<file path="src/dsl_pkg.sv">
/*
  Shared types and constants for the converter select and load block.
  Assumes a single 250 MHz clock and host commands already decoded
  into strobes on the same clock.
*/
package dsl_pkg;

  localparam int unsigned DEV_ADDR_W = 6;
  localparam logic [5:0] DEV_ADDR_LO = 6'h28;
  localparam logic [5:0] DEV_ADDR_HI = 6'h2F;
  localparam int unsigned CONV_NUM_W = 3;
  localparam int unsigned NUM_CONV = 8;
  localparam int unsigned CONV_PER_MODULE = 2;
  localparam int unsigned NUM_SLAVE_MODULES = 3;
  localparam int unsigned HOST_WORD_W = 16;
  localparam int unsigned CONV_WIDTH = 12;
  localparam int unsigned FIFO_DEPTH = 4;
  localparam logic [7:0] SEL_NONE_RESET = 8'h00;
  localparam logic [2:0] CONV_NUM_RESET = 3'h0;
  localparam logic SEL_VALID_RESET = 1'b0;
  // Settling figure is host-side spacing, kept for reference only
  localparam int unsigned SETTLE_US = 20;
  localparam int unsigned CLOCK_MHZ = 250;
  localparam int unsigned SETTLE_CYCLES = SETTLE_US * CLOCK_MHZ;
  localparam int unsigned MIN_WRITE_SPACING = 4;

  typedef enum logic [1:0]
  {
    dsl_src_accum_a,
    dsl_src_accum_b,
    dsl_src_memory
  } dsl_src_t;

  typedef struct packed
  {
    logic valid;
    logic [DEV_ADDR_W-1:0] dev_addr;
    logic [CONV_NUM_W-1:0] conv_num;
  } dsl_select_t;

  typedef struct packed
  {
    logic output_from_accum_a;
    logic output_from_accum_b;
    logic output_from_memory;
    logic [DEV_ADDR_W-1:0] dev_addr;
    logic [HOST_WORD_W-1:0] data;
  } dsl_write_t;

  typedef struct packed
  {
    logic [CONV_NUM_W-1:0] conv_num;
    logic [HOST_WORD_W-1:0] data;
  } dsl_word_t;

endpackage : dsl_pkg

</file>
<file path="src/dsl_fifo.sv">
/*
  Small flip-flop FIFO with valid/ready on both sides.
  Assumes one clock, synchronous active-low reset and a clock enable.
*/
`timescale 1ns/1ps
module dsl_fifo #(
  parameter int unsigned WIDTH = 19,
  parameter int unsigned DEPTH = 4
)
(
  input wire logic clock,
  input wire logic reset_n,
  input wire logic clock_en,
  input wire logic in_valid,
  output logic in_ready,
  input wire logic [WIDTH-1:0] in_data,
  output logic out_valid,
  input wire logic out_ready,
  output logic [WIDTH-1:0] out_data
);
  localparam int unsigned AW = (DEPTH > 1) ? $clog2(DEPTH) : 1;

  typedef struct packed
  {
    logic [DEPTH-1:0][WIDTH-1:0] mem;
    logic [AW-1:0] rd;
    logic [AW-1:0] wr;
    logic [AW:0] count;
  } dsl_fifo_state_t;

  dsl_fifo_state_t state;
  dsl_fifo_state_t next_state;
  logic push;
  logic pop;

  function automatic logic [AW-1:0] bump(input logic [AW-1:0] p);
    bump = (p == AW'(DEPTH - 1)) ? '0 : AW'(p + 1'b1);
  endfunction : bump

  assign in_ready = (state.count != (AW + 1)'(DEPTH));
  assign out_valid = (state.count != '0);
  assign out_data = state.mem[state.rd];
  assign push = in_valid && in_ready;
  assign pop = out_valid && out_ready;

  always_comb
  begin
    next_state = state;
    if (push)
    begin
      next_state.mem[state.wr] = in_data;
      next_state.wr = bump(state.wr);
    end
    if (pop)
    begin
      next_state.rd = bump(state.rd);
    end
    if (push && !pop)
    begin
      next_state.count = (AW + 1)'(state.count + 1'b1);
    end
    else if (pop && !push)
    begin
      next_state.count = (AW + 1)'(state.count - 1'b1);
    end
  end

  always_ff @(posedge clock)
  begin
    if (!reset_n)
    begin
      state <= '0;
    end
    else if (clock_en)
    begin
      state <= next_state;
    end
  end

endmodule : dsl_fifo

</file>
<file path="src/dsl_selector.sv">
/*
  Per-address converter selection store, one entry per device address.
  Assumes select strobes are already qualified as addressed to this range.
*/
`timescale 1ns/1ps
module dsl_selector
  import dsl_pkg::*;
#(
  parameter int unsigned NUM_ADDR = 8
)
(
  input wire logic clock,
  input wire logic reset_n,
  input wire logic clock_en,
  input wire logic system_clear,
  input wire logic sel_strobe,
  input wire logic [2:0] sel_index,
  input wire logic [CONV_NUM_W-1:0] sel_conv,
  input wire logic [2:0] look_index,
  output dsl_pkg::dsl_select_t look_sel
);
  typedef struct packed
  {
    logic [NUM_ADDR-1:0] valid;
    logic [NUM_ADDR-1:0][CONV_NUM_W-1:0] conv;
  } dsl_sel_state_t;

  dsl_sel_state_t state;
  dsl_sel_state_t next_state;

  always_comb
  begin
    next_state = state;
    if (system_clear)
    begin
      next_state = '0;
    end
    else if (sel_strobe)
    begin
      next_state.valid[sel_index] = 1'b1;
      next_state.conv[sel_index] = sel_conv;
    end
  end

  always_comb
  begin
    look_sel.valid = state.valid[look_index];
    look_sel.conv_num = state.conv[look_index];
    look_sel.dev_addr = DEV_ADDR_LO | DEV_ADDR_W'(look_index);
  end

  always_ff @(posedge clock)
  begin
    if (!reset_n)
    begin
      state <= '0;
    end
    else if (clock_en)
    begin
      state <= next_state;
    end
  end

endmodule : dsl_selector

</file>
<file path="src/dsl_dac_select_load.sv">
/*
  Master module front end: address decode, converter selection for the
  master and up to three slave modules, and loading of the selected
  converter buffer.
  Assumes host select and output strobes are one-cycle pulses on clock;
  system_clear is an asynchronous pin and is synchronised here.
*/
// Behaviour
// - respond only to device addresses 50-57 octal
// - select command latches converter number
// - converters 0,1 master; 2-7 three slaves
// - selection held across data writes
// - each address keeps own selection
// - data loads only selected converter buffer
// - right-adjusted two's complement, top bits ignored
// - 12-bit magnitude from eleven low bits
// - widths 10, 12, 14 supported
// - output equals code times scale step
// - accept writes every four host cycles
// - loaded word drives converter at once; here it reaches conv_code two cycles after the write, via the FIFO
// - system clear or power loss clears selection
// - master decodes for up to three slaves
`timescale 1ns/1ps
module dsl_dac_select_load
  import dsl_pkg::*;
#(
  parameter int unsigned CONV_W = CONV_WIDTH,
  parameter int unsigned SLAVES = NUM_SLAVE_MODULES,
  parameter int unsigned DEPTH = FIFO_DEPTH
)
(
  input wire logic clock,
  input wire logic reset_n,
  input wire logic clock_en,
  input wire logic system_clear,
  input wire logic converter_select_cmd,
  input wire logic [DEV_ADDR_W-1:0] select_dev_addr,
  input wire logic [CONV_NUM_W-1:0] select_conv_num,
  input dsl_pkg::dsl_write_t host_write,
  output logic write_ready,
  output logic [NUM_CONV-1:0][CONV_W-1:0] conv_code,
  output logic [NUM_CONV-1:0] conv_load,
  output logic [NUM_CONV-1:0] conv_selected
);
  import dsl_pkg::*;

  localparam int unsigned WORD_W = CONV_NUM_W + HOST_WORD_W;

  typedef struct packed
  {
    logic [1:0] clr_sync;
    logic [NUM_CONV-1:0][CONV_W-1:0] code;
    logic [NUM_CONV-1:0] load;
  } dsl_top_state_t;

  dsl_top_state_t state;
  dsl_top_state_t next_state;

  logic clear_now;
  logic sel_hit;
  logic wr_any;
  logic wr_hit;
  dsl_select_t wr_sel;
  dsl_word_t fifo_in;
  dsl_word_t fifo_out;
  logic fifo_in_valid;
  logic fifo_in_ready;
  logic fifo_out_valid;
  logic [WORD_W-1:0] fifo_out_bits;
  logic [NUM_CONV-1:0] present;

  function automatic logic addr_in_range(input logic [DEV_ADDR_W-1:0] a);
    addr_in_range = (a >= DEV_ADDR_LO) && (a <= DEV_ADDR_HI);
  endfunction : addr_in_range

  function automatic int unsigned module_of(input logic [CONV_NUM_W-1:0] n);
    module_of = int'(n) / CONV_PER_MODULE;
  endfunction : module_of

  // keep low bits, sign at top of width
  // 12-bit code keeps sign plus eleven bits
  function automatic logic [CONV_W-1:0] trim_code(input logic [HOST_WORD_W-1:0] w);
    trim_code = w[CONV_W-1:0];
  endfunction : trim_code

  // converters present on master plus fitted slaves
  always_comb
  begin
    for (int i = 0; i < NUM_CONV; i++)
    begin
      present[i] = (module_of(CONV_NUM_W'(i)) <= SLAVES);
    end
  end

  assign clear_now = state.clr_sync[1];
  assign sel_hit = converter_select_cmd && addr_in_range(select_dev_addr);
  assign wr_any = host_write.output_from_accum_a || host_write.output_from_accum_b
    || host_write.output_from_memory;
  assign wr_hit = wr_any && addr_in_range(host_write.dev_addr);

  dsl_selector #(
    .NUM_ADDR(8)
  ) u_selector (
    .clock(clock),
    .reset_n(reset_n),
    .clock_en(clock_en),
    .system_clear(clear_now),
    .sel_strobe(sel_hit),
    .sel_index(select_dev_addr[2:0]),
    .sel_conv(select_conv_num),
    .look_index(host_write.dev_addr[2:0]),
    .look_sel(wr_sel)
  );

  // word tagged with the selected converter
  always_comb
  begin
    fifo_in.conv_num = wr_sel.conv_num;
    fifo_in.data = host_write.data;
    fifo_in_valid = wr_hit && wr_sel.valid && present[wr_sel.conv_num] && !clear_now;
  end

  dsl_fifo #(
    .WIDTH(WORD_W),
    .DEPTH(DEPTH)
  ) u_fifo (
    .clock(clock),
    .reset_n(reset_n),
    .clock_en(clock_en),
    .in_valid(fifo_in_valid),
    .in_ready(fifo_in_ready),
    .in_data(fifo_in),
    .out_valid(fifo_out_valid),
    .out_ready(1'b1),
    .out_data(fifo_out_bits)
  );

  assign fifo_out = fifo_out_bits;
  assign write_ready = fifo_in_ready;

  always_comb
  begin
    next_state = state;
    next_state.clr_sync = {state.clr_sync[0], system_clear};
    next_state.load = '0;
    if (fifo_out_valid)
    begin
      next_state.code[fifo_out.conv_num] = trim_code(fifo_out.data);
      next_state.load[fifo_out.conv_num] = 1'b1;
    end
  end

  always_ff @(posedge clock)
  begin
    if (!reset_n)
    begin
      state <= '0;
    end
    else if (clock_en)
    begin
      state <= next_state;
    end
  end

  // code is signed; analog stage scales by one step per count
  assign conv_code = state.code;
  assign conv_load = state.load;

  // foreign addresses alias into the table, so match in full
  always_comb
  begin
    conv_selected = '0;
    if (wr_sel.valid && (wr_sel.dev_addr == host_write.dev_addr))
    begin
      conv_selected[wr_sel.conv_num] = 1'b1;
    end
  end

endmodule : dsl_dac_select_load

</file>
<file path="config.mk">
export PLATFORM = sky130hd
export DESIGN_NAME = dsl_dac_select_load
export DESIGN_NICKNAME = d
export VERILOG_FILES = /design/src/dsl_pkg.sv /design/src/dsl_fifo.sv /design/src/dsl_selector.sv /design/src/dsl_dac_select_load.sv
export SDC_FILE = /design/constraint.sdc
export NUM_CORES = 1
export LEC_CHECK = 0
export ABC_CLOCK_PERIOD_IN_PS = 3130
export BUFFER_PORTS_ARGS = -buffer_cell sky130_fd_sc_hd__clkbuf_2
export CAP_MARGIN = 10
export CORE_MARGIN = 2
export CORE_UTILIZATION = 50
export CTS_CLUSTER_DIAMETER = 60
export CTS_CLUSTER_SIZE = 12
export DETAILED_ROUTE_END_ITERATION = 8
export PLACE_DENSITY = 0.8
export SLEW_MARGIN = 15
export SYNTH_ARGS = -nofsm -noshare
export SYNTH_HDL_FRONTEND = slang
export SYNTH_SLANG_ARGS = --single-unit
</file>
<file path="constraint.sdc">
create_clock -name clock -period 3.13 [get_ports clock]
set_input_delay 0.7825 -clock clock [delete_from_list [all_inputs] [get_ports clock]]
set_output_delay 0.7825 -clock clock [all_outputs]
set_load 0.02 [all_outputs]
</file>
; Yosys cells after proc, flatten, opt, wreduce, memory -nomap -nowiden
; Memories as Yosys holds them, arrays and structs flattened.
; Cells that the tools add are included.
[classes]
add_sub_neg = 4
n_lt_le_gt_ge = 14
eq_ne = 4
n_mux = 30
bitwise = 1
n_reduce_logical = 27
[op_table]
columns = cell, count
row1 = $bwmux W96, 1
row2 = $bwmux W76, 1
row3 = $mux W32, 2
row4 = $bmux W19 S2, 1
row5 = $demux W19 S2, 1
row6 = $mux W19, 2
row7 = $demux W12 S3, 1
row8 = $bwmux W24, 1
row9 = $lt A3 B4 Y1 const B, 4
row10 = $mux W8, 2
row11 = $logic_and A1 B1 Y1, 15
row12 = $ge A6 B6 Y1 const B, 2
row13 = $le A6 B6 Y1 const B, 2
row14 = $mux W12, 1
row15 = $mux W3, 4
row16 = $bmux W3 S3, 1
row17 = $demux W1 S3, 3
row18 = $demux W3 S3, 1
row19 = $ge A3 B1 Y1 const B, 3
row20 = $or A8 B8 Y8, 1
row21 = $reduce_and A2 Y1, 4
row22 = $lt A2 B3 Y1 const B, 2
row23 = $mux W1, 5
row24 = $add A2 B1 Y2 const B, 2
row25 = 12 further kinds, 18
[totals]
regBits = 221
romBits = 8
in_bits = 39
elab_cells = 107
n_memories = 1
[mem_list]
columns = memory, depth, width, rd, rd_clocked_by_memory_dff, write_ports, line
row1 = (no name shown), 8, 1, 1, 0, 0, dsl_dac_select_load.sv:120  ; fifo_in_valid = wr_hit && wr_sel.valid && present[wr_sel.conv_num] && !clear_now;

; Logic depth before layout (Yosys ltp)
; Gate-level depths: netlist of run 1.
[logic_depth]
depth_word = 11
ltp_mapped = 9

; Hierarchy
; From an unflattened synthesis of run 1, not the netlist that was laid out.
[hier_totals]
cells_unflattened = 879
area_unflattened_um2 = 9285.2
[modules_own_cells]
columns = module, n_inst, cells_each, area_each_um2
row1 = dsl_dac_select_load, 1, 403, 4103.9
row2 = dsl_fifo, 1, 341, 3727.3
row3 = dsl_selector, 1, 135, 1453.9

; Least setup slack after synthesis of run 1
; No wires, ideal clock.
[synth_path]
path_kind = input-to-output
from = input port host_write[18] (netlist bit)
to = output port conv_selected[0]
t_arrival_ns = 2.539
required_time_ns = 2.348
slack_ns = -0.191
path_stages = 5
path_buffers = 1
path_cell_list = clkbuf_1 > a2111oi_0 > nor4_4 > o211ai_1 > nor2_1
[synth_via]
elab_chain_len = 7
[synth_lines]
columns = element, line
row1 = start: declaration, dsl_dac_select_load.sv:39  ; input dsl_pkg::dsl_write_t host_write,
row2 = $bmux W3 S3, dsl_selector.sv:48  ; look_sel.conv_num = state.conv[look_index];
row3 = $mux W3 (implied by the code), dsl_selector.sv:48
row4 = $lt A3 B4 Y1 (implied by the code) / $ge A3 B1 Y1 (equally long branches), dsl_dac_select_load.sv:175  ; conv_selected[wr_sel.conv_num] = 1'b1;
row5 = $logic_and A1 B1 Y1 (implied by the code), dsl_dac_select_load.sv:175
row6 = $mux W1 (implied by the code), dsl_dac_select_load.sv:175
row7 = $demux W1 S3, dsl_dac_select_load.sv:175
row8 = $mux W8 *, dsl_dac_select_load.sv:173  ; if (wr_sel.valid && (wr_sel.dev_addr == host_write.dev_addr))
row9 = end: declaration, dsl_dac_select_load.sv:43  ; output logic [NUM_CONV-1:0] conv_selected
; Mark *: on every way between the ends. The rest lies on a longest branch, timed or not. The select of a mux whose other input is x is not followed.

; Worst setup path after layout of run 1
[layout_path]
from = input port host_write[17] (netlist bit)
to = output port conv_selected[0]
; The elaborated chain is that of the path after synthesis.

==> metrics.txt, run 1 <==
total clock buffers created by CTS=21; nets@finish=about 1000; Final Core Density=60.76%; die height=roughly 130 microns; number of synthesized flops with an enable pin=0; top flip-flop cell by instance count after synthesis=dfxtp_1; first element of the critical path=host_write[17]; final setup fails=0; Post-Syn Nets=between 800 and 900; number of clock sinks=approximately 200; detailed-routed wire length on met2=~9.5 mm; Power Dens Cells=561.1 mW/mm^2; worst-case register-to-register setup slack=about 670 ps; sum of internal, switching and leakage power=5396 uW; initial cell density of the core=about half; Horiz. Die Dim=131.2 microns; total number of H-tree levels=1; GRT overflow=0; total via count after detailed routing=roughly 6600; #FFs+latches synth=slightly above 200; Worst Tran Pin Value=just under 800 ps; maximum fanout along the worst path=13; Tcrit/Tclk final=97.83%; port buffer count=147; detailed-route vias per instance=around 5.5; startpoint class of the critical path=primary input; total detailed-routing wirelength=slightly below 20 mm; Core ar.=0.01583 sq mm; Cell Area, Placed=roughly 0.0090 sq mm; number of distinct library cell variants in the gate-level netlist after synthesis=42; Min-Delay Startpoint=u_selector.state[29]; root buffer cell=clkbuf_16; netlist area before placement=0.008093 sq mm; TritonCTS clock tree=built; peak clock frequency supported by timing=~0.33 GHz; type of the worst setup path=in -> out; Worst Setup EP=conv_selected[0]; DRC Markers=0; overall track demand over capacity in global routing=between 20% and 30%; I/O pin count=about 150; Min Hold Slack=approximately 450 ps; CP endpoint kind=output pin; Antenna diodes=0; RD Place Congestion=around 0.8; via count of the first global-routing pass=about 6200; Arr. time, crit path=about 2300 ps; start of the worst register-to-register path=u_selector.state[24]; first-pass GRT wire length=roughly 32 mm; fillcell total=roughly 1300; Maximum Capacitance Violations=0; most frequent standard cell in the layout excluding fill and tap cells=dfxtp_1; standby leakage power=slightly above 0.004 uW; worst flop-to-flop path endpoint=u_fifo.state[1]; highest-count cells in the layout ignoring fill and taps=205 x dfxtp_1, 142 x clkbuf_2, 122 x o21ai_0, 117 x nand2_1, 111 x nand3_1; FFs w/ async S/R, synth=0%; ANT nets after route=0; worst hold-check path type=reg -> reg; portion of the post-synthesis area used by sequential elements=roughly half; number of design-rule violations left by the first detailed-router iteration=approximately 470; CP Data Required Time=2350 ps; number of setup buffers added after CTS=0; synthesized instance count=approximately 850; max-slew violations=0; largest net degree at the start of global routing=84; fraction of layout cells with a size suffix above 1=a little under a quarter; hold violation total from the final report=0; max layer used=met4; fin area=about 0.0096 sq mm; post-synthesis average cell area=9.555 sq um; WL/cell=approximately 17 microns; total routed wire length on the met1 layer=just under 9 mm; overall die area=about 0.017 sq mm; Syn. warnings=0; clock skew=approximately 18 ps; number of detailed-routing iterations run before antenna repair=5; count of cells along the worst register-to-register path=10; minimum clock period after layout=about 3100 ps; status=finished clean; worst vdd rail ir drop=between 0.0004 and 0.0005 V; detailed-routed wire length on met3=1.127 mm; detailed placer's ending HPWL=13.63 mm; clock-pin slew on the worst setup and hold paths=~50 ps; insertion delay of the later-clocked pin in the worst-skew pair=500 ps; number of antenna violations at the first check in global routing=0; unrepaired setup endpoints after global routing=no; area growth from synthesis to final layout=18.83%; max-slew headroom at the worst pin=about 48%; Core Rows=46; deepest clock path buffer count=3
## final cells by class
class	instances	area [sq um]	share of cell area, %
Tap cell	216	270.3	2.810
Multi-Input combinational cell	576	3734	38.82
Clock inverter	2	20.02	0.2082
Clock buffer	23	533.0	5.543
Sequential cell	205	4104	42.68
Timing Repair Buffer	168	929.6	9.667
Inverter	7	26.28	0.2732
## kinds of logic after synthesis
| family | Yosys count | synth area share [%] |
|---|---|---|
| multiplexers | 90 | 14.27 |
| AND/OR/NAND/NOR | 314 | 19.28 |
| XOR/XNOR | 3 | 0.3247 |
| flip-flops | 205 | 50.71 |
| buffers and inverters | 66 | 3.479 |
| AO/OA/AOI/OAI | 163 | 11.01 |
| adder cells (fa/ha/maj) | 6 | 0.9276 |
## worst max-delay path: stages
cell	delay, ps
clkbuf_8	160
mux4_2	510
mux2_4	310
or2_4	260
nor2_2	100
buf_4	150
## how the worst min path moves through the flow
stage,endpoint,slack (ps),cells after the start
3_5_place_dp,u_selector.state[29],440,2
5_1_grt,u_selector.state[29],470,2
4_1_cts,u_selector.state[29],450,2
3_3_place_gp,u_selector.state[29],440,2
2_1_floorplan,u_selector.state[29],420,2
6_report,u_selector.state[29],450,2
## power breakdown
group          internal [uW]  switching (uW)
logic                    223             320
clock network           1200             943
registers               2650            57.3
total                   4070            1320
## cells in the mapped netlist (2+ instances only)
cell type,n,share of area (%)
nand3_1,111,6.9
and3_1,2,0.15
nor2_1,20,0.93
nor3b_1,8,0.74
xnor2_1,2,0.22
mux2_2,3,0.42
a21boi_0,12,1.1
nand2_1,117,5.4
buf_1,3,0.14
nand4_1,2,0.15
a2111oi_0,2,0.22
or3_1,3,0.23
dfxtp_1,205,51
clkbuf_1,49,2.3
mux4_2,20,5.6
ha_1,6,0.93
nand2b_1,13,1.0
nand4b_1,2,0.22
mux2i_1,67,8.3
buf_2,3,0.19
and2_1,10,0.77
or2_2,2,0.15
a21o_1,2,0.19
buf_6,4,0.56
nor3_1,3,0.19
inv_1,7,0.32
nand3_4,4,0.87
o21ai_0,122,7.5
nor2b_1,14,1.1
a32oi_1,3,0.32
a21oi_1,15,0.93
## metrics by stage
step | worst slack (ps) | cells | TNS [ps]
after floorplan | -86.98 | 847 | -426.8
after global placement | -90.56 | 1173 | -217.7
after detailed placement | -165.8 | 1173 | -459.2
after CTS | 1.506 | 1198 | 0
after global routing | 4.499 | 1197 | 0
final | 67.78 | 1197 | 0
## flip-flops by register name, indices dropped and copies added, names as in the netlist
register,flops
conv_code,96
u_fifo.state,67
u_selector.state,32
conv_load,8
clear_now,1
next_state,1
## what timing repair did
action                     4_1_cts  5_1_grt
resized for setup                4        6
setup endpoints to repair        2        3
hold buffers                     0        0
pin swaps                        0        4
## metal layers
metal / global-route usage [%] / vias to the layer above
met5: 0 / -
met4: 6.220 / 0
met3: 3.009 / 28
met1: 30.13 / 3088
met2: 38.42 / 234
li1: - / 3236
Note: power is estimated with default switching activity, not from simulation.
==> run 2: changes to the inputs <==
==> constraint.sdc (replaced) <==
create_clock -name clock -period 3.13 [get_ports clock]
set_input_delay 0.4695 -clock clock [delete_from_list [all_inputs] [get_ports clock]]
set_output_delay 0.4695 -clock clock [all_outputs]
set_load 0.02 [all_outputs]
==> metrics.txt, run 2 (synthesis gave the netlist of run 1 again) <==
largest net degree at the start of global routing=98 (was 84); deepest clock path buffer count=3 (unchanged); unrepaired setup endpoints after global routing=no (unchanged); count of buffer and inverter cells on the critical path=2 (unchanged); CP Data Required Time=2660 ps (was 2350 ps); worst vdd rail ir drop=0.0003871 V (was 0.0004775 V); first-pass GRT wire length=31.40 mm (was 31.90 mm); peak clock frequency supported by timing=0.3397 GHz (was 0.3266 GHz); minimum clock period after layout=2944 ps (was 3062 ps); Min-Delay Startpoint=system_clear (was u_selector.state[29]); TritonCTS clock tree=built (unchanged); die height=131.2 microns (unchanged); I/O pin count=152 (unchanged); startpoint class of the critical path=flop (was primary input); Min Hold Slack=253.6 ps (was 453.4 ps); fraction of layout cells with a size suffix above 1=21.59% (was 23.34%); DRC Markers=0 (unchanged); maximum fanout along the worst path=8 (was 13); worst hold path depth=3 (was 2); highest-count cells in the layout ignoring fill and taps=205 x dfxtp_1, 146 x clkbuf_2, 122 x o21ai_0, 117 x nand2_1, 111 x nand3_1 (was 205 x dfxtp_1, 142 x clkbuf_2, 122 x o21ai_0, 117 x nand2_1, 111 x nand3_1); total via count after detailed routing=6577 (was 6586); CP endpoint kind=output pin (unchanged); master of the slowest instance on the critical path=nor4_4 (was mux4_2); total placed cells including tap cells=1160 (was 1173); Power Dens Cells=563.7 mW/mm^2 (was 561.1 mW/mm^2); Arr. time, crit path=2470 ps (was 2280 ps); CP peak stage delay=410 ps (was 510 ps); max-slew violations=0 (unchanged); hold violation total from the final report=0 (unchanged); RD Place Congestion=0.8248 (was 0.7978); worst hold-check path type=in -> reg (was reg -> reg); max-slew headroom at the worst pin=40.83% (was 47.62%); cts-stage hold buffer count=0 (unchanged); detailed placer's ending HPWL=13.07 mm (was 13.63 mm); total clock buffers created by CTS=21 (unchanged); count of cells along the worst register-to-register path=8 (was 10); clock-pin slew on the worst setup and hold paths=60 ps (was 50 ps); number of clock sinks=205 (unchanged); number of flip-flops in the largest register=96 (unchanged); most frequent standard cell in the layout excluding fill and tap cells=dfxtp_1 (unchanged); list of cells traversed by the critical path=mux2i_1 -> a311o_1 -> nor4_4 -> buf_4 -> o211ai_1 -> nor2_1 -> clkbuf_2 (was clkbuf_8 -> mux4_2 -> mux2_4 -> or2_4 -> nor2_2 -> buf_4); initial cell density of the core=51.13% (unchanged); via count of the first global-routing pass=5968 (was 6199); detailed-route vias per instance=5.555 (was 5.502); number of design-rule violations left by the first detailed-router iteration=488 (was 472); total detailed-routing wirelength=19.48 mm (was 19.78 mm); Antenna diodes=0 (unchanged); clock skew=24.40 ps (was 17.80 ps); insertion delay of the later-clocked pin in the worst-skew pair=490 ps (was 500 ps); total number of H-tree levels=1 (unchanged); Worst Tran Pin Value=885.6 ps (was 784.0 ps); number of antenna violations at the first check in global routing=0 (unchanged); standby leakage power=0.003996 uW (was 0.004065 uW); worst flop-to-flop path endpoint=u_fifo.state[1] (unchanged); GRT overflow=0 (unchanged); Tcrit/Tclk final=94.05% (was 97.83%); type of the worst setup path=reg -> out (was in -> out); cell family with the largest share of critical-path delay=compound AO/OA/AOI/OAI gates (was multiplexers); overall die area=0.01722 sq mm (unchanged); start of the worst register-to-register path=u_selector.state[25] (was u_selector.state[24]); status=finished clean (unchanged); ANT nets after route=0 (unchanged); Setup TNS=0 ps (unchanged); final setup fails=0 (unchanged); final cell count without fillers=1184 (was 1197); number of resized instances in the post-cts repair step=0 (was 4); Horiz. Die Dim=131.2 microns (unchanged); Maximum Capacitance Violations=0 (unchanged); overall track demand over capacity in global routing=22.09% (was 22.51%); nets@finish=1012 (was 1024); area growth from synthesis to final layout=17.13% (was 18.83%); Core Rows=46 (unchanged); port buffer count=147 (unchanged); Core ar.=0.01583 sq mm (unchanged); end point of the worst hold path=next_state[105] (was u_selector.state[29]); Final Core Density=59.89% (was 60.76%); sum of internal, switching and leakage power=5343 uW (was 5396 uW); root buffer cell=clkbuf_16 (unchanged); WL/cell=16.45 microns (was 16.52 microns); number of setup buffers added after CTS=0 (unchanged); number of detailed-routing iterations run before antenna repair=5 (unchanged); worst-case register-to-register setup slack=520 ps (was 670 ps)
run 2: cell types whose count changed in the layout (fill, tap and decap cells not counted), sizes merged:
cell,delta
buf,-15
clkbuf,+2
run 2: power by group:
part	switching, uW	total (uW)	internal [uW]
logic	323	521	198
registers	51.8	2700	2650
clock network	924	2120	1200
total	1300	5340	4040
run 2: area by class of cell:
class	count	area [sq um]
fillers	1316	6349
clock inverters	2	20.02
multi-input cells	576	3707
inverters	7	26.28
flip-flops and latches	205	4104
clock buffers	22	529.3
well taps	216	270.3
repair buffers	156	822.0
run 2: worst reg2reg max path: stages, from the launching register on:
cell and delay, ps:
dfxtp_1 310, nor2b_1 120, a2111oi_0 730, nor4_4 130, and3_1 200, ha_1 280, nand2b_1 210, or3_1 380
a21boi_0 180
run 2: worst max-delay path by stage:
stage / slack (ps) / from / to / cells past startpoint
3_3_place_gp: 270 / host_write[17] / u_fifo.state[1] / 10
4_1_cts: 190 / u_selector.state[25] / conv_selected[6] / 7
3_5_place_dp: 110 / host_write[17] / u_fifo.state[1] / 10
2_1_floorplan: 310 / host_write[18] / u_fifo.state[2] / 8
6_report: 190 / u_selector.state[29] / conv_selected[6] / 7
5_1_grt: 20 / u_selector.state[24] / conv_selected[6] / 7
run 2: per-layer routing:
layer  up-vias  share of wire [%]  global-route usage (%)
li1       3207                  -                       -
met1      3124                 45                   29.81
met2       218                 48                   37.25
met3        28                5.9                   3.588
met4         0                1.8                   5.435
met5         -                  0                       0
run 2: through the flow:
stage,cell area (sq um),setup WS [ps]
5_1_grt,9479,24.83
3_5_place_dp,8930,106.3
3_3_place_gp,8930,270.7
2_1_floorplan,8093,313.7
4_1_cts,9479,190.2
6_report,9479,186.4
